--- config.mk ---
export PLATFORM = sky130hd
export DESIGN_NAME = lirq_status_top
export DESIGN_NICKNAME = d
export VERILOG_FILES = /design/src/core/lirq_pkg.sv /design/src/core/lirq_event_bank.sv /design/src/core/lirq_status_top.sv
export SDC_FILE = /design/constraint.sdc
export NUM_CORES = 1
export LEC_CHECK = 0
export BUFFER_PORTS_ARGS = -buffer_cell sky130_fd_sc_hd__buf_2
export CAP_MARGIN = 10
export CORE_ASPECT_RATIO = 1.25
export CORE_MARGIN = 2
export CORE_UTILIZATION = 40
export CTS_CLUSTER_DIAMETER = 30
export DETAILED_ROUTE_END_ITERATION = 10
export GPL_ROUTABILITY_DRIVEN = 0
export PLACE_DENSITY = 0.6
export SYNTH_ARGS = -nofsm -noshare
export SYNTH_HDL_FRONTEND = slang
export SYNTH_SLANG_ARGS = --single-unit
--- constraint.sdc ---
create_clock -name core_clk -period 6.3 [get_ports core_clk]
set_input_delay 1.26 -clock core_clk [delete_from_list [all_inputs] [get_ports core_clk]]
set_output_delay 1.26 -clock core_clk [all_outputs]
set_load 0.005 [all_outputs]
--- src/core/lirq_pkg.sv ---
// Constants shared by the loop-zero event status bank
package lirq_pkg;
    localparam int APB_AW = 16;
    localparam int APB_DW = 32;
    localparam int EV_W = 8;
    localparam int NUM_BANKS = 5;
    localparam int IDX_W = 14;
    localparam int PROF_COUNT = 6;
    localparam int PROF_SEL_W = 3;

    // Register indices; byte address is four times the index
    localparam logic [IDX_W-1:0] IDX_LOCK = 14'h3010;
    localparam logic [IDX_W-1:0] IDX_STATE = 14'h3011;
    localparam logic [IDX_W-1:0] IDX_ACQ = 14'h3012;
    localparam logic [IDX_W-1:0] IDX_PROF = 14'h3013;
    localparam logic [IDX_W-1:0] IDX_ANA = 14'h3014;
    localparam logic [IDX_W-1:0] IDX_MASK_BASE = 14'h3020;
    localparam logic [IDX_W-1:0] IDX_CLR_BASE = 14'h3030;
    localparam logic [IDX_W-1:0] IDX_PEND = 14'h3040;

    // Bank order in the event array
    localparam int BANK_LOCK = 0;
    localparam int BANK_STATE = 1;
    localparam int BANK_ACQ = 2;
    localparam int BANK_PROF = 3;
    localparam int BANK_ANA = 4;

    // Lock event bits
    localparam int B_PH_LOCKED = 0;
    localparam int B_PH_UNLOCKED = 1;
    localparam int B_FR_LOCKED = 2;
    localparam int B_FR_UNLOCKED = 3;
    localparam int B_SLEW_ON = 4;
    localparam int B_SLEW_OFF = 5;
    localparam int B_CLAMP_ON = 6;
    localparam int B_CLAMP_OFF = 7;
    // State event bits
    localparam int B_PH_STEP = 0;
    localparam int B_HISTORY = 2;
    localparam int B_HITLESS_OFF = 3;
    localparam int B_HITLESS_ON = 4;
    localparam int B_HOLDOVER = 5;
    localparam int B_FREERUN = 6;
    localparam int B_REF_SWITCH = 7;
    // Acquisition event bits
    localparam int B_FAST_START = 2;
    localparam int B_FAST_DONE = 3;
    localparam int B_NDIV_RESYNC = 4;
    // Analog loop event bits
    localparam int B_CAL_START = 0;
    localparam int B_CAL_DONE = 1;
    localparam int B_ALOCK = 2;
    localparam int B_AUNLOCK = 3;
    localparam int B_DIST_SYNC = 4;

    // Implemented bits per bank; reserved bits stay zero
    localparam logic [EV_W-1:0] IMPL_LOCK = 8'hFF;
    localparam logic [EV_W-1:0] IMPL_STATE = 8'hFD;
    localparam logic [EV_W-1:0] IMPL_ACQ = 8'h1C;
    localparam logic [EV_W-1:0] IMPL_PROF = 8'h3F;
    localparam logic [EV_W-1:0] IMPL_ANA = 8'h1F;

    localparam logic [EV_W-1:0] EV_RESET = 8'h00;
    localparam logic [EV_W-1:0] MASK_RESET = 8'h00;
endpackage : lirq_pkg

--- src/core/lirq_event_bank.sv ---
// One eight-bit bank of sticky event flags
`timescale 1ns/1ps
module lirq_event_bank #(
    parameter int W = 8,
    parameter logic [W-1:0] IMPL = '1
) (
    input wire logic core_clk, // Core clock
    input wire logic rstn, // Synchronous reset, active low
    input wire logic [W-1:0] set_vec, // Event pulses
    input wire logic [W-1:0] clr_vec, // Clear strobes, one per bit
    output logic [W-1:0] flags // Sticky event flags
);
    import lirq_pkg::*;

    // A set in the clearing cycle wins, so no event is lost
    always_ff @(posedge core_clk) begin
        if (!rstn) begin
            flags <= '0;
        end else begin
            flags <= ((flags & ~clr_vec) | set_vec) & IMPL;
        end
    end
endmodule : lirq_event_bank

--- src/core/lirq_status_top.sv ---
// Loop-zero event status bank with APB access and interrupt
//
// What this block does
// - Frequency lock detector locked-to-unlocked sets lock event bit 3.
// - Frequency lock detector unlocked-to-locked sets lock event bit 2.
// - Phase lock detector locked-to-unlocked sets lock event bit 1.
// - Phase lock detector unlocked-to-locked sets lock event bit 0.
// - Frequency clamp on sets bit 6, off sets bit 7.
// - Phase slew limiter on sets bit 4, off sets bit 5.
// - Reference switch bit 7, freerun bit 6, holdover bit 5 of state.
// - Hitless entry sets state bit 4, hitless exit sets bit 3.
// - Holdover history update sets state bit 2.
// - Phase step sets state bit 0; bit 1 reserved.
// - Feedback divider resync sets acquisition bit 4; bits 7:5 and 1:0 reserved.
// - Fast acquisition start sets bit 2, completion sets bit 3.
// - Activating profile n sets profile bit n, n from 0 to 5.
// - Distribution sync sets analog loop bit 4; bits 7:5 reserved.
// - Analog lock lost sets bit 3, lock gained sets bit 2.
// - Calibration start sets analog bit 0, completion sets bit 1.
// - Event registers read only, all resetting to zero.
//
// The implementer's own choice: the APB register port.
`timescale 1ns/1ps
module lirq_status_top (
    input wire logic core_clk, // 250 MHz core clock
    input wire logic rstn, // Synchronous reset, active low
    // APB slave
    input wire logic psel, // Slave select
    input wire logic penable, // Access phase
    input wire logic pwrite, // Write when high
    input wire logic [lirq_pkg::APB_AW-1:0] paddr, // Byte address
    input wire logic [lirq_pkg::APB_DW-1:0] pwdata, // Write data
    input wire logic [3:0] pstrb, // Write byte strobes
    output logic [lirq_pkg::APB_DW-1:0] prdata, // Read data
    output logic pready, // Always ready
    output logic pslverr, // Unmapped access
    // Loop-zero status levels
    input wire logic phase_lock_detector, // Phase locked level
    input wire logic frequency_lock_detector, // Frequency locked level
    input wire logic clamp_active, // Frequency clamp engaged
    input wire logic slew_active, // Phase slew limiter engaged
    input wire logic hitless_active, // Hitless mode level
    input wire logic fast_acq_active, // Fast acquisition running
    input wire logic analog_lock, // Analog loop locked level
    input wire logic cal_active, // Analog calibration running
    // Loop-zero event pulses
    input wire logic ref_switch_pulse, // Reference input switched
    input wire logic freerun_pulse, // Freerun entered
    input wire logic holdover_pulse, // Holdover entered
    input wire logic history_pulse, // Holdover history updated
    input wire logic phase_step_pulse, // Phase step detected
    input wire logic ndiv_resync_pulse, // Feedback divider resynced
    input wire logic dist_sync_pulse, // Clock distribution synced
    input wire logic profile_pulse, // Profile activated
    input wire logic [lirq_pkg::PROF_SEL_W-1:0] profile_sel, // Its number
    output logic irq // Level interrupt
);
    import lirq_pkg::*;

    ////////////////////////////////////////////////////////////////////
    // Level history for edge detection

    logic prev_pld;
    logic prev_fld;
    logic prev_clamp;
    logic prev_slew;
    logic prev_hitless;
    logic prev_fast;
    logic prev_alock;
    logic prev_cal;

    // Levels start as zero, so a detector already high at release
    // reports one rising event
    always_ff @(posedge core_clk) begin
        if (!rstn) begin
            prev_pld <= 1'b0;
            prev_fld <= 1'b0;
            prev_clamp <= 1'b0;
            prev_slew <= 1'b0;
            prev_hitless <= 1'b0;
            prev_fast <= 1'b0;
            prev_alock <= 1'b0;
            prev_cal <= 1'b0;
        end else begin
            prev_pld <= phase_lock_detector;
            prev_fld <= frequency_lock_detector;
            prev_clamp <= clamp_active;
            prev_slew <= slew_active;
            prev_hitless <= hitless_active;
            prev_fast <= fast_acq_active;
            prev_alock <= analog_lock;
            prev_cal <= cal_active;
        end
    end

    ////////////////////////////////////////////////////////////////////
    // Event set vectors

    logic [EV_W-1:0] set_vec [NUM_BANKS];
    logic [EV_W-1:0] clr_vec [NUM_BANKS];
    logic [EV_W-1:0] ev [NUM_BANKS];
    logic [EV_W-1:0] mask [NUM_BANKS];

    always_comb begin
        for (int b = 0; b < NUM_BANKS; b++) begin
            set_vec[b] = '0;
        end
        set_vec[BANK_LOCK][B_FR_UNLOCKED] =
            prev_fld & ~frequency_lock_detector;
        set_vec[BANK_LOCK][B_FR_LOCKED] =
            ~prev_fld & frequency_lock_detector;
        set_vec[BANK_LOCK][B_PH_UNLOCKED] =
            prev_pld & ~phase_lock_detector;
        set_vec[BANK_LOCK][B_PH_LOCKED] =
            ~prev_pld & phase_lock_detector;
        set_vec[BANK_LOCK][B_CLAMP_ON] = ~prev_clamp & clamp_active;
        set_vec[BANK_LOCK][B_CLAMP_OFF] = prev_clamp & ~clamp_active;
        set_vec[BANK_LOCK][B_SLEW_ON] = ~prev_slew & slew_active;
        set_vec[BANK_LOCK][B_SLEW_OFF] = prev_slew & ~slew_active;
        set_vec[BANK_STATE][B_REF_SWITCH] = ref_switch_pulse;
        set_vec[BANK_STATE][B_FREERUN] = freerun_pulse;
        set_vec[BANK_STATE][B_HOLDOVER] = holdover_pulse;
        set_vec[BANK_STATE][B_HITLESS_ON] =
            ~prev_hitless & hitless_active;
        set_vec[BANK_STATE][B_HITLESS_OFF] =
            prev_hitless & ~hitless_active;
        set_vec[BANK_STATE][B_HISTORY] = history_pulse;
        set_vec[BANK_STATE][B_PH_STEP] = phase_step_pulse;
        set_vec[BANK_ACQ][B_NDIV_RESYNC] = ndiv_resync_pulse;
        set_vec[BANK_ACQ][B_FAST_START] = ~prev_fast & fast_acq_active;
        set_vec[BANK_ACQ][B_FAST_DONE] = prev_fast & ~fast_acq_active;
        // Profile numbers 6 and 7 do not exist and are dropped
        if (profile_pulse && profile_sel < PROF_SEL_W'(PROF_COUNT)) begin
            set_vec[BANK_PROF][profile_sel] = 1'b1;
        end
        set_vec[BANK_ANA][B_DIST_SYNC] = dist_sync_pulse;
        set_vec[BANK_ANA][B_AUNLOCK] = prev_alock & ~analog_lock;
        set_vec[BANK_ANA][B_ALOCK] = ~prev_alock & analog_lock;
        set_vec[BANK_ANA][B_CAL_START] = ~prev_cal & cal_active;
        set_vec[BANK_ANA][B_CAL_DONE] = prev_cal & ~cal_active;
    end

    ////////////////////////////////////////////////////////////////////
    // Sticky banks

    localparam logic [EV_W-1:0] IMPL_TAB [NUM_BANKS] =
        '{IMPL_LOCK, IMPL_STATE, IMPL_ACQ, IMPL_PROF, IMPL_ANA};

    for (genvar g = 0; g < NUM_BANKS; g++) begin : g_bank
        lirq_event_bank #(
            .W(EV_W),
            .IMPL(IMPL_TAB[g])
        ) u_bank (
            .core_clk(core_clk),
            .rstn(rstn),
            .set_vec(set_vec[g]),
            .clr_vec(clr_vec[g]),
            .flags(ev[g])
        );
    end

    ////////////////////////////////////////////////////////////////////
    // APB decode

    logic [IDX_W-1:0] idx;
    logic [IDX_W-1:0] ev_off;
    logic [IDX_W-1:0] mask_off;
    logic [IDX_W-1:0] clr_off;
    logic hit_ev;
    logic hit_mask;
    logic hit_clr;
    logic hit_pend;
    logic setup;
    logic wr_acc;
    logic [EV_W-1:0] pend;

    assign idx = paddr[APB_AW-1:2];
    assign ev_off = idx - IDX_LOCK;
    assign mask_off = idx - IDX_MASK_BASE;
    assign clr_off = idx - IDX_CLR_BASE;
    assign hit_ev = idx >= IDX_LOCK && ev_off < IDX_W'(NUM_BANKS);
    assign hit_mask = idx >= IDX_MASK_BASE && mask_off < IDX_W'(NUM_BANKS);
    assign hit_clr = idx >= IDX_CLR_BASE && clr_off < IDX_W'(NUM_BANKS);
    assign hit_pend = idx == IDX_PEND;
    assign setup = psel && !penable;
    assign wr_acc = psel && penable && pwrite && pstrb[0];
    // Zero wait states: every access completes in its first access cycle
    assign pready = 1'b1;

    // Writes to the event registers are ignored
    always_comb begin
        for (int b = 0; b < NUM_BANKS; b++) begin
            clr_vec[b] = '0;
        end
        if (wr_acc && hit_clr) begin
            clr_vec[clr_off[2:0]] = pwdata[EV_W-1:0];
        end
    end

    always_ff @(posedge core_clk) begin
        if (!rstn) begin
            for (int b = 0; b < NUM_BANKS; b++) begin
                mask[b] <= MASK_RESET;
            end
        end else if (wr_acc && hit_mask) begin
            mask[mask_off[2:0]] <= pwdata[EV_W-1:0] & IMPL_TAB[mask_off[2:0]];
        end
    end

    // Read data captured in the setup cycle, one cycle before the sample
    always_ff @(posedge core_clk) begin
        if (!rstn) begin
            prdata <= '0;
            pslverr <= 1'b0;
        end else if (setup) begin
            pslverr <= !(hit_ev || hit_mask || hit_clr || hit_pend);
            if (pwrite) begin
                prdata <= '0;
            end else if (hit_ev) begin
                prdata <= {{(APB_DW-EV_W){1'b0}}, ev[ev_off[2:0]]};
            end else if (hit_mask) begin
                prdata <= {{(APB_DW-EV_W){1'b0}}, mask[mask_off[2:0]]};
            end else if (hit_pend) begin
                prdata <= {{(APB_DW-EV_W){1'b0}}, pend};
            end else begin
                prdata <= '0;
            end
        end
    end

    ////////////////////////////////////////////////////////////////////
    // Interrupt

    always_comb begin
        pend = '0;
        for (int b = 0; b < NUM_BANKS; b++) begin
            pend[b] = |(ev[b] & mask[b]);
        end
    end

    // Registered to keep the pin glitch free; one cycle behind pend
    always_ff @(posedge core_clk) begin
        if (!rstn) begin
            irq <= 1'b0;
        end else begin
            irq <= |pend;
        end
    end

    ////////////////////////////////////////////////////////////////////
    // Checks

    logic clr_lock_any;
    assign clr_lock_any = wr_acc && hit_clr && clr_off == '0;
endmodule : lirq_status_top

; Word level (Yosys, flattened, before mapping)
; Memory sizes are Yosys's and may differ from the RTL's.
; Index checks and enable logic that the tools add are counted.
[op_classes]
div = 0
bitwise = 57
muxes = 22
addsub = 3
n_reduce_logical = 24
order_cmp = 13
n_shift = 0
mul = 0
eq_ne = 1
[op_table]
columns = op, n
row1 = $mux 8, 9
row2 = $reduce_or 8->1, 6
row3 = $ge 14x14->1 const B, 3
row4 = $lt 14x3->1 const B, 3
row5 = $sub 14x14->14 const B, 3
row6 = $and 40x40->40, 1
row7 = $and 8x8->8, 5
row8 = $mux 40, 1
row9 = $reduce_or 40->1, 1
row10 = $bmux 8 s3, 1
row11 = $demux 8 s3, 1
row12 = $and 1x1->1, 16
row13 = $and 5x8->8, 2
row14 = $not 1->1, 16
row15 = $not 8->8, 2
row16 = $or 8x8->8, 2
row17 = $eq 14x14->1 const B, 1
row18 = $ge 4x4->1 const B, 3
row19 = $logic_and 1x1->1, 12
row20 = $not 3->4, 3
row21 = $and 5x5->5, 2
row22 = $not 5->5, 2
row23 = $or 5x5->5, 2
row24 = $and 6x8->8, 1
row25 = other kinds (14), 22
[word_totals]
reg_bits = 72
inputBits = 76
mem_bits_rw = 40
n_memories = 2
mem_bits_ro = 64
output_inout_bits = 35
latch_bits = 0
[memory_table]
columns = name, words, word_bits, rd, rd_clocked_by_memory_dff, write_ports, line_no
row1 = (name not given), 8, 8, 1, 0, 0, lirq_status_top.sv:206  ; mask[mask_off[2:0]] <= pwdata[EV_W-1:0] & IMPL_TAB[mask_off[2:0]];
row2 = mask, 5, 8, 6, 0, 5, lirq_status_top.sv:102  ; logic [EV_W-1:0] mask [NUM_BANKS];

; Longest topological paths before layout
; Gate-level depths: netlist of the first run.
[logic_depth]
ltp_word = 11
ltp_mapped = 11
ltp_nobuf = 8

; By module
; Synthesis of the first run repeated with hierarchy kept, for this count alone.
[unflattened]
cells_unflattened = 576
area_unflattened_um2 = 6211.0
[modules_own_cells]
columns = mod, n_inst, seq_area_each_um2, area_per_inst_um2, cells_each
row1 = lirq_status_top, 1, 2282.2, 4961.0, 473
row2 = lirq_event_bank (g_bank[0].u_bank), 1, 160.2, 337.8, 25
row3 = lirq_event_bank (g_bank[3].u_bank), 1, 120.1, 266.5, 21
row4 = lirq_event_bank (g_bank[1].u_bank), 1, 140.1, 247.7, 23
row5 = lirq_event_bank (g_bank[4].u_bank), 1, 100.1, 232.7, 19
row6 = lirq_event_bank (g_bank[2].u_bank), 1, 60.1, 165.2, 15

; Least setup slack after synthesis of the first run
; OpenSTA, ideal clock, no wires.
[synth_timing]
path_kind = in2reg
startpoint = in paddr[2] (netlist name)
endpoint = mem mask[5][0] (enable)
n_path_buf = 2
stages = 10
arrival_time_ns = 3.834
setup_slack_ns = 2.071
path_cell_list = clkbuf_1 > inv_1 > clkbuf_1 > ha_1 > nor2b_1 > nor3_1 > o2111ai_2 > nor2_2 > nand2_1 > nor4_1
[synth_rtl]
columns = item, line_no
row1 = from (decl), lirq_status_top.sv:31  ; input wire logic [lirq_pkg::APB_AW-1:0] paddr,
row2 = to (decl), lirq_status_top.sv:102

==> impl_metrics.toml, run 1 <==
[setup_path]
critPathTopFamily = "simple AND/OR/NAND/NOR gates"
criticalPathCategory = "in -> reg"
cp_slowest_stage_delay_ns = 0.76
rr_worst_depth = 5
r2r_start = "mask[4][3]"
critPathLaunchType = "primary input"
slowest_stage = "nor4_1"
worstPathMaxFanout = 36
end_kind = "flop"
reg2reg_to = "prdata[3]"
crit_arrival_ns = 4.36
cp.required_ns = 6.36
crit_chain = "buf_2 -> inv_1 -> ha_1 -> nor2b_1 -> nor3_1 -> o2111ai_2 -> nor2_2 -> nand2_1 -> nor4_1 -> buf_4"
reg2reg_slack_ns = 4.54
crit_buf_inv = 3
crit_start = "paddr[2]"

[synthesis]
yosysSeqAreaShare = 0.499
synth_top_area_cell = "edfxtp_1"
yosysUniqueCellTypes = 64
yosysWarnings = 0
synthTopCellsByCount = "77 x nand2_1, 64 x edfxtp_1, 47 x dfxtp_1"
synthesis.area_mm2 = 0.00574
synth_cells = 590
synth_area_leaders = "edfxtp_1 33%, dfxtp_1 16%, nand2_1 5.0%"
ys_ff_latch = 111
yosysMostFrequentCell = "nand2_1"
synthFlopType = "edfxtp_1"
synth_edf_count = 64
synth_top_area_frac = 0.335
async_reset_ff_frac = 0
avgSynthCellArea_um2 = 9.73

[sta]
worst_pin_slew_ns = 1.00
finalMaxSlewViolations = 0
setup_ws_ns = 2.00
hold_viol = 0
fin_crit_ns = 4.30
finalSetupTns_ns = 0
relSlewSlack = 0.332
finalCritPeriodShare = 0.683
max_freq_mhz = 232
setup_violations = 0
clock_skew_ns = 0.00688
rsz0062_at_grt = "false"

[clock_network]
cts_buffers = 9
postCtsHoldBufs = 0
cts_setup_buffers = 0
cts-resized-gates = 0
cts_root_buf = "clkbuf_16"
clockBufferDepth = 2
path_clk_slew_ns = 0.07
cts_tree = "built"
clk_latency_ns = 0.35
h-tree-depth = 3
clock_sinks = 111

[hold_path]
hold-path-endpoint = "pslverr"
min_path_cells = 2
min_from = "pslverr"
hold_path_class = "reg -> reg"

[floorplanning]
die_h_um = 138
die_w_um = 111
initial_core_util = 0.412
core_mm2 = 0.0139
dieArea_mm2 = 0.0153
rows = 48
io_pins = 111

[global_route]
grt_first_pass_wirelength_mm = 26.7
antenna_found_initial = 0
globalRouteTotalUtil = 0.231
grt_overflow = 0
grt_pass1_vias = 4623
grt_max_degree = 37

[layout]
drive_above_1_share = 0.158
largest_reg_flops = 64
regMostFlops = "mask"
syn2layout_area_growth_pct = 10.7
instances_no_fill = 815
layout.nets = 717
diodes = 0
final_area_mm2 = 0.00635
top_regs = "mask (64), g_bank.u_bank.flags (29), prdata (8)"

[route]
ant_nets = 0
routed_wirelength_mm = 17.6
remaining_drc_errors = 0
met3_length_mm = 1.49
dr.pass1.iters = 6
dr_wl_met2_mm = 8.51
vias_per_cell = 5.95
drt_iter0_drc = 586
detail_route.wl_per_cell_um = 21.6
highest_layer = "met4"
vias = 4849
met1_length_mm = 6.83

[placement]
dp_hpwl_mm = 12.8
place_area_mm2 = 0.00607
io_buffers = 56
placed_cells = 799
dpl_worst_slack_ns = 1.65

[power_and_ir_drop]
p_per_area_mw_per_mm2 = 243
power_mw = 1.54
vdd_drop_max_mv = 0.114
leakage_nw = 2.28

[job]
drv_cap = 0

[run_status]
status = "completed"
## per-layer routing
| metal | global-route usage | vias up |
|---|---|---|
| li1 | - | 2192 |
| met1 | 0.277 | 2306 |
| met5 | 0 | - |
| met3 | 0.0398 | 51 |
| met4 | 0.117 | 0 |
| met2 | 0.403 | 300 |
## cell usage in the layout, fill, tap and decap left out, drive strengths merged, types with 3 or more instances in the layout
master | Yosys | routed
clkbuf | 21 | 13
a22oi | 10 | 10
nand3b | 4 | 4
o221ai | 4 | 4
o21ai | 44 | 44
clkinv | 1 | 4
mux2i | 11 | 11
nor4 | 7 | 7
nor2 | 41 | 41
buf | 39 | 64
a211oi | 6 | 6
nand4 | 7 | 7
nand3 | 9 | 9
and3 | 3 | 3
dfxtp | 47 | 47
nor2b | 4 | 4
a21oi | 36 | 36
conb | 2 | 32
nor3 | 27 | 27
ha | 6 | 6
nand2 | 77 | 77
and2 | 11 | 11
mux4 | 8 | 8
o22ai | 8 | 8
a31oi | 3 | 3
inv | 23 | 23
o211ai | 3 | 3
a222oi | 5 | 5
edfxtp | 64 | 64
or3 | 4 | 4
nand2b | 19 | 19
mux2 | 5 | 5
## power by group
group	internal [mW]	total (mW)	switching [mW]	leakage, nW
sequential	0.795	0.822	0.0264	0.968
combinational	0.0589	0.165	0.106	1.17
clock	0.302	0.557	0.255	0.140
## how the worst max path moves through the flow
stage                     cells after the start    endpoint  slack (ns)
final                                        10  mask[5][7]        2.00
after global routing                         10  mask[5][7]        1.78
after CTS                                    10  mask[5][7]        2.02
after detailed placement                     10  mask[5][7]        1.65
after global placement                       10  mask[5][7]        1.73
after floorplan                              10  mask[5][0]        2.07
## per-stage QoR
step / hold slack (ns) / utilization
after global placement: 0.450 / 0.435
final: 0.462 / 0.456
after global routing: 0.480 / 0.456
after floorplan: 0.440 / -
after detailed placement: 0.446 / 0.435
after CTS: 0.459 / 0.456
## logic make-up after synthesis
group,Yosys count,share of synthesized area
simple gates,220,0.188
compound gates,140,0.158
flops,111,0.499
buf+inv,84,0.0756
mux,24,0.0604
fa+ha+maj,6,0.0131
xor+xnor,3,0.00458
other cells,2,0.00131
## final cells by class
type                    count  area (um^2)
repair buffers             64          340
clock inverters             3         16.3
multi-input cells         425         2550
inverters                  24         90.1
well taps                 175          219
flip-flops and latches    111         2860
clock buffers              13          272
fillers                  1323         7580
## worst reg2reg max path, delay by kind of cell (launching register included)
family	cells	cell delay, ns
muxes	2	0.72
and+or+nand+nor	2	0.37
DFF	1	0.48
AOI/OAI and AO/OA	1	0.06
No activity file was read; power rests on OpenSTA's default activity.
==> run 2, diff against run 1 <==
--- a/config.mk
+++ b/config.mk
@@ -5,6 +5,7 @@
 export SDC_FILE = /design/constraint.sdc
 export NUM_CORES = 1
 export LEC_CHECK = 0
+export ABC_AREA = 1
 export BUFFER_PORTS_ARGS = -buffer_cell sky130_fd_sc_hd__buf_2
 export CAP_MARGIN = 10
 export CORE_ASPECT_RATIO = 1.25
==> constraint.sdc (replaced) <==
create_clock -name core_clk -period 4.2 [get_ports core_clk]
set_input_delay 0.84 -clock core_clk [delete_from_list [all_inputs] [get_ports core_clk]]
set_output_delay 0.84 -clock core_clk [all_outputs]
set_load 0.005 [all_outputs]
==> run 2 against run 1 <==
Compared with the run above: die area rose by 6.1%; first-iteration DRC count is 21% lower; total power increased by 49%; critical endpoint is now mask[5][2]; critical path type unchanged; sequential share of layout area down 2.9 points.
==> impl_metrics.toml, run 2 <==
[sta]
finalMaxSlewViolations = 0
finalCritPeriodShare = 0.787
rsz0062_at_grt = "false"
worst_pin_slew_ns = 1.07
fin_crit_ns = 3.31
max_freq_mhz = 302
relSlewSlack = 0.288
finalSetupTns_ns = 0
setup_violations = 0
clock_skew_ns = 0.00894
hold_viol = 0

[layout]
largest_reg_flops = 64
syn2layout_area_growth_pct = 11.3
layout_commonest_cell = "nand2_1"
top_regs = "mask (64), g_bank.u_bank.flags (29), prdata (8)"
layout.nets = 940
drive_above_1_share = 0.134
final_area_mm2 = 0.00679
regMostFlops = "mask"
diodes = 0
post-route-util = 0.454
fill_cells = 1534
final_cell_mix = "226 x nand2_1, 92 x nor2_1, 88 x inv_1, 64 x edfxtp_1, 57 x nand3_1"

[clock_network]
clockBufferDepth = 2
clk_latency_ns = 0.36
cts_buffers = 9
clock_sinks = 111
h-tree-depth = 3
cts_setup_buffers = 0
cts_root_buf = "clkbuf_16"
path_clk_slew_ns = 0.07
postCtsHoldBufs = 0
cts-resized-gates = 0
cts_tree = "built"

[route]
routed_wirelength_mm = 16.7
drt_iter0_drc = 465
vias = 5304
ant_nets = 0
dr.pass1.iters = 5
remaining_drc_errors = 0
detail_route.wl_per_cell_um = 16.0
vias_per_cell = 5.08

[job]
drv_cap = 0

[setup_path]
rr_worst_depth = 6
cp_common_cell = "nand2_1"
cp.required_ns = 4.19
critPathLaunchType = "primary input"
end_kind = "flop"
crit_chain = "buf_2 -> inv_1 -> ha_1 -> nand2_2 -> nor2_2 -> nand2_1 -> nand2_1 -> nand2_1 -> nor2_4 -> and2_4 -> nand2_4 -> nor2_8 -> nand2_4 -> nor3_2"
worstPathMaxFanout = 9
slowest_stage = "nor3_2"
reg2reg_to = "irq"
criticalPathCategory = "in -> reg"
reg2reg_slack_ns = 2.59
r2r_start = "mask[1][4]"
cp_slowest_stage_delay_ns = 0.52
crit_arrival_ns = 3.29

[synthesis]
synthFlopType = "edfxtp_1"
avgSynthCellArea_um2 = 7.67
synthTopCellsByCount = "226 x nand2_1, 92 x nor2_1, 88 x inv_1"
synth_top_area_cell = "edfxtp_1"
synth_area_leaders = "edfxtp_1 31%, dfxtp_1 15%, nand2_1 14%"
yosysMostFrequentCell = "nand2_1"
async_reset_ff_frac = 0
synth_edf_count = 64
synthesis.area_mm2 = 0.00610
synth_top_area_frac = 0.315
yosysWarnings = 0
yosysUniqueCellTypes = 35
synth_cells = 796
yosysSeqAreaShare = 0.469
ys_ff_latch = 111

[floorplanning]
io_pins = 111
core_mm2 = 0.0150
die_h_um = 142
dieArea_mm2 = 0.0163
initial_core_util = 0.408
rows = 50
die_w_um = 114

[placement]
io_buffers = 56
dp_hpwl_mm = 12.5
place_area_mm2 = 0.00653

[run_status]
status = "completed"

[global_route]
grt_pass1_vias = 4852
grt_max_degree = 39
globalRouteTotalUtil = 0.210
grt_first_pass_wirelength_mm = 25.8
grt_overflow = 0
antenna_found_initial = 0

[power_and_ir_drop]
vdd_drop_max_mv = 0.263
p_per_area_mw_per_mm2 = 338
leakage_nw = 3.15

[hold_path]
hold-path-endpoint = "g_bank[1].u_bank.flags[4]"
hold_path_class = "reg -> reg"
min_path_cells = 1
min_from = "prev_hitless"
run 2: cells by family after synthesis:
family,count (synthesis),share of synthesized area
compound gates,90,0.0820
xor+xnor,1,0.00144
fa+ha+maj,6,0.0123
buf+inv,140,0.104
flops,111,0.469
other cells,2,0.00123
simple gates,446,0.330
run 2: through the flow:
| step | hold slack, ns | total power [mW] | instances | worst slack, ns |
|---|---|---|---|---|
| after floorplan | 0.423 | 1.42 | 826 | 0.961 |
| after global placement | 0.425 | 1.52 | 1029 | 0.570 |
| after detailed placement | 0.439 | 1.52 | 1029 | 0.525 |
| after CTS | 0.450 | 2.32 | 1045 | 0.898 |
| after global routing | 0.472 | 2.39 | 1045 | 0.599 |
| final | 0.445 | 2.30 | 1045 | 0.894 |
run 2: layout make-up:
cell class | count | area [um^2] | area share
flip-flops and latches | 111 | 2860 | 0.421
multi-input cells | 575 | 2720 | 0.400
repair buffers | 67 | 363 | 0.0534
inverters | 94 | 353 | 0.0519
clock buffers | 11 | 233 | 0.0343
well taps | 182 | 228 | 0.0335
clock inverters | 5 | 33.8 | 0.00497
run 2: layer usage:
metal	GRT usage	routed length, um
met1	0.278	7180
met2	0.347	8040
met3	0.0204	896
met4	0.0976	551
met5	0	0
run 2: worst max path at each step:
| stage | from | to | cells past startpoint |
|---|---|---|---|
| 2_1_floorplan | paddr[2] | mask[7][0] | 14 |
| 4_1_cts | paddr[8] | mask[5][2] | 14 |
| 6_report | paddr[8] | mask[5][2] | 14 |
| 5_1_grt | paddr[8] | mask[5][3] | 14 |
| 3_3_place_gp | paddr[8] | mask[5][2] | 14 |
| 3_5_place_dp | paddr[8] | mask[5][3] | 14 |
run 2: worst max-delay path: cells and delay by family:
family,cells,cell delay [ns]
AND/OR/NAND/NOR,11,1.80
buffers and inverters,2,0.32
adder cells (fa/ha/maj),1,0.32
run 2: power breakdown:
part | switching (mW) | total (mW) | internal (mW)
registers | 0.0310 | 1.22 | 1.19
clock network | 0.395 | 0.800 | 0.405
logic | 0.191 | 0.275 | 0.0835
total | 0.617 | 2.30 | 1.68
==> run 3, diff against run 2 <==
--- a/config.mk
+++ b/config.mk
@@ -14,7 +14,7 @@
 export CTS_CLUSTER_DIAMETER = 30
 export DETAILED_ROUTE_END_ITERATION = 10
 export GPL_ROUTABILITY_DRIVEN = 0
-export PLACE_DENSITY = 0.6
+export PLACE_DENSITY = 0.62
 export SYNTH_ARGS = -nofsm -noshare
 export SYNTH_HDL_FRONTEND = slang
 export SYNTH_SLANG_ARGS = --single-unit
==> constraint.sdc (replaced) <==
create_clock -name core_clk -period 3 [get_ports core_clk]
set_input_delay 0.6 -clock core_clk [delete_from_list [all_inputs] [get_ports core_clk]]
set_output_delay 0.6 -clock core_clk [all_outputs]
set_load 0.005 [all_outputs]
==> run 3 against run 2 <==
Compared with the run above: cell count increased by 2.4%; via count increased by 2.1%; critical path type unchanged; total power grew 44%; critical endpoint unchanged; largest power group unchanged.
==> impl_metrics.toml, run 3 (synthesized netlist as in run 2, its figures left out) <==
[sta]
setup_violations = 0
finalSetupTns_ns = 0
hold_viol = 0
clock_skew_ns = 0.0108
finalCritPeriodShare = 0.840
relSlewSlack = 0.600
worst_pin_slew_ns = 0.599
holdWs_ns = 0.436
fin_crit_ns = 2.52
max_freq_mhz = 397
rsz0062_at_grt = "false"
finalMaxSlewViolations = 0
setup_ws_ns = 0.481

[layout]
regMostFlops = "mask"
layout.nets = 965
fill_cells = 1535
multi_input_area_mm2 = 0.00272
final_cell_mix = "226 x nand2_1, 92 x nor2_1, 88 x inv_1, 64 x edfxtp_1, 57 x nand3_1"
instances_no_fill = 1070
drive_above_1_share = 0.160
top_regs = "mask (64), g_bank.u_bank.flags (29), prdata (8)"
area.sequential_mm2 = 0.00286
largest_reg_flops = 64
layout_commonest_cell = "nand2_1"
syn2layout_area_growth_pct = 14.9
diodes = 0

[placement]
io_buffers = 56
placed_cells = 1054
dpl_worst_slack_ns = 0.0942
dp_hpwl_mm = 12.7

[global_route]
antenna_found_initial = 0
globalRouteTotalUtil = 0.211
grt_max_degree = 32
grt_overflow = 0
grt_pass1_vias = 4842
grt_first_pass_wirelength_mm = 25.9

[route]
remaining_drc_errors = 0
vias = 5418
ant_nets = 0
drt_iter0_drc = 537
met3_length_mm = 1.12
vias_per_cell = 5.06
dr_wl_met2_mm = 8.17
routed_wirelength_mm = 16.7
met1_length_mm = 7.08
highest_layer = "met4"
dr.pass1.iters = 5
detail_route.wl_per_cell_um = 15.6

[clock_network]
clockBufferDepth = 2
postCtsHoldBufs = 0
clk_latency_ns = 0.36
cts_root_buf = "clkbuf_16"
path_clk_slew_ns = 0.08
cts_tree = "built"
cts-resized-gates = 0
cts_setup_buffers = 0
cts_buffers = 9
clock_sinks = 111
h-tree-depth = 3

[power_and_ir_drop]
leakage_nw = 3.28
vdd_drop_max_mv = 0.233
p_per_area_mw_per_mm2 = 474
power_mw = 3.32

[job]
drv_cap = 0

[floorplanning]
dieArea_mm2 = 0.0163
initial_core_util = 0.408
die_h_um = 142
core_mm2 = 0.0150
die_w_um = 114
io_pins = 111
rows = 50

[setup_path]
cp.required_ns = 3.06
crit_chain = "buf_2 -> inv_1 -> ha_1 -> nand2_2 -> nor2_2 -> nand2_1 -> nand2_1 -> nand2_1 -> nor2_4 -> and2_4 -> nand2_4 -> nor2_8 -> nand2_4 -> nor3_2 -> buf_4"
crit_arrival_ns = 2.58
end_kind = "flop"
cp_slowest_stage_delay_ns = 0.25
worstPathMaxFanout = 8
criticalPathCategory = "in -> reg"
cp_common_cell = "nand2_1"
critPathLaunchType = "primary input"
crit_buf_inv = 3
critPathTopFamily = "simple AND/OR/NAND/NOR gates"
slowest_stage = "nor2_8"

[run_status]
status = "completed"

[hold_path]
hold_path_class = "in -> reg"
## run 3: cell count changes in the layout (fill, tap and decap cells not counted), sizes merged
cell,change
buf,+25
clkinv,-2
clkbuf,+1
inv,+1
## run 3: worst paths after layout
check	startpoint	end	slack, ns	cells past startpoint
worst min register to register	prev_fld	g_bank[0].u_bank.flags[2]	0.44	1
worst min-delay path	phase_lock_detector	prev_pld	0.44	3
worst max-delay path	paddr[8]	mask[5][2]	0.48	15
worst max register to register	mask[1][4]	irq	1.50	6
## run 3: cell type report
type | instances | area share
flip-flops and latches | 111 | 0.408
multi-input cells | 575 | 0.388
repair buffers | 92 | 0.0785
inverters | 94 | 0.0503
clock buffers | 12 | 0.0382
well taps | 182 | 0.0325
clock inverters | 4 | 0.00464
## run 3: metrics by stage
stage,instance area [um^2],utilization
4_1_cts,7010,0.469
6_report,7010,0.469
3_3_place_gp,6710,0.449
5_1_grt,7010,0.469
3_5_place_dp,6710,0.449
2_1_floorplan,6220,-
## run 3: tightest hold or removal path: cells and delay by family
kind	cells	cell delay, ns
AND/OR/NAND/NOR	1	0.05
buffers and inverters	2	0.12
## run 3: routing by layer
layer,track usage,vias up
met2,0.369,184
met1,0.267,2484
met5,0,-
met4,0.0648,0
li1,-,2725
met3,0.0315,25
## run 3: power by group
part | switching [mW] | internal (mW) | total, mW | leakage, nW
combinational | 0.270 | 0.130 | 0.399 | 2.16
clock | 0.562 | 0.646 | 1.21 | 0.149
sequential | 0.0437 | 1.67 | 1.71 | 0.968
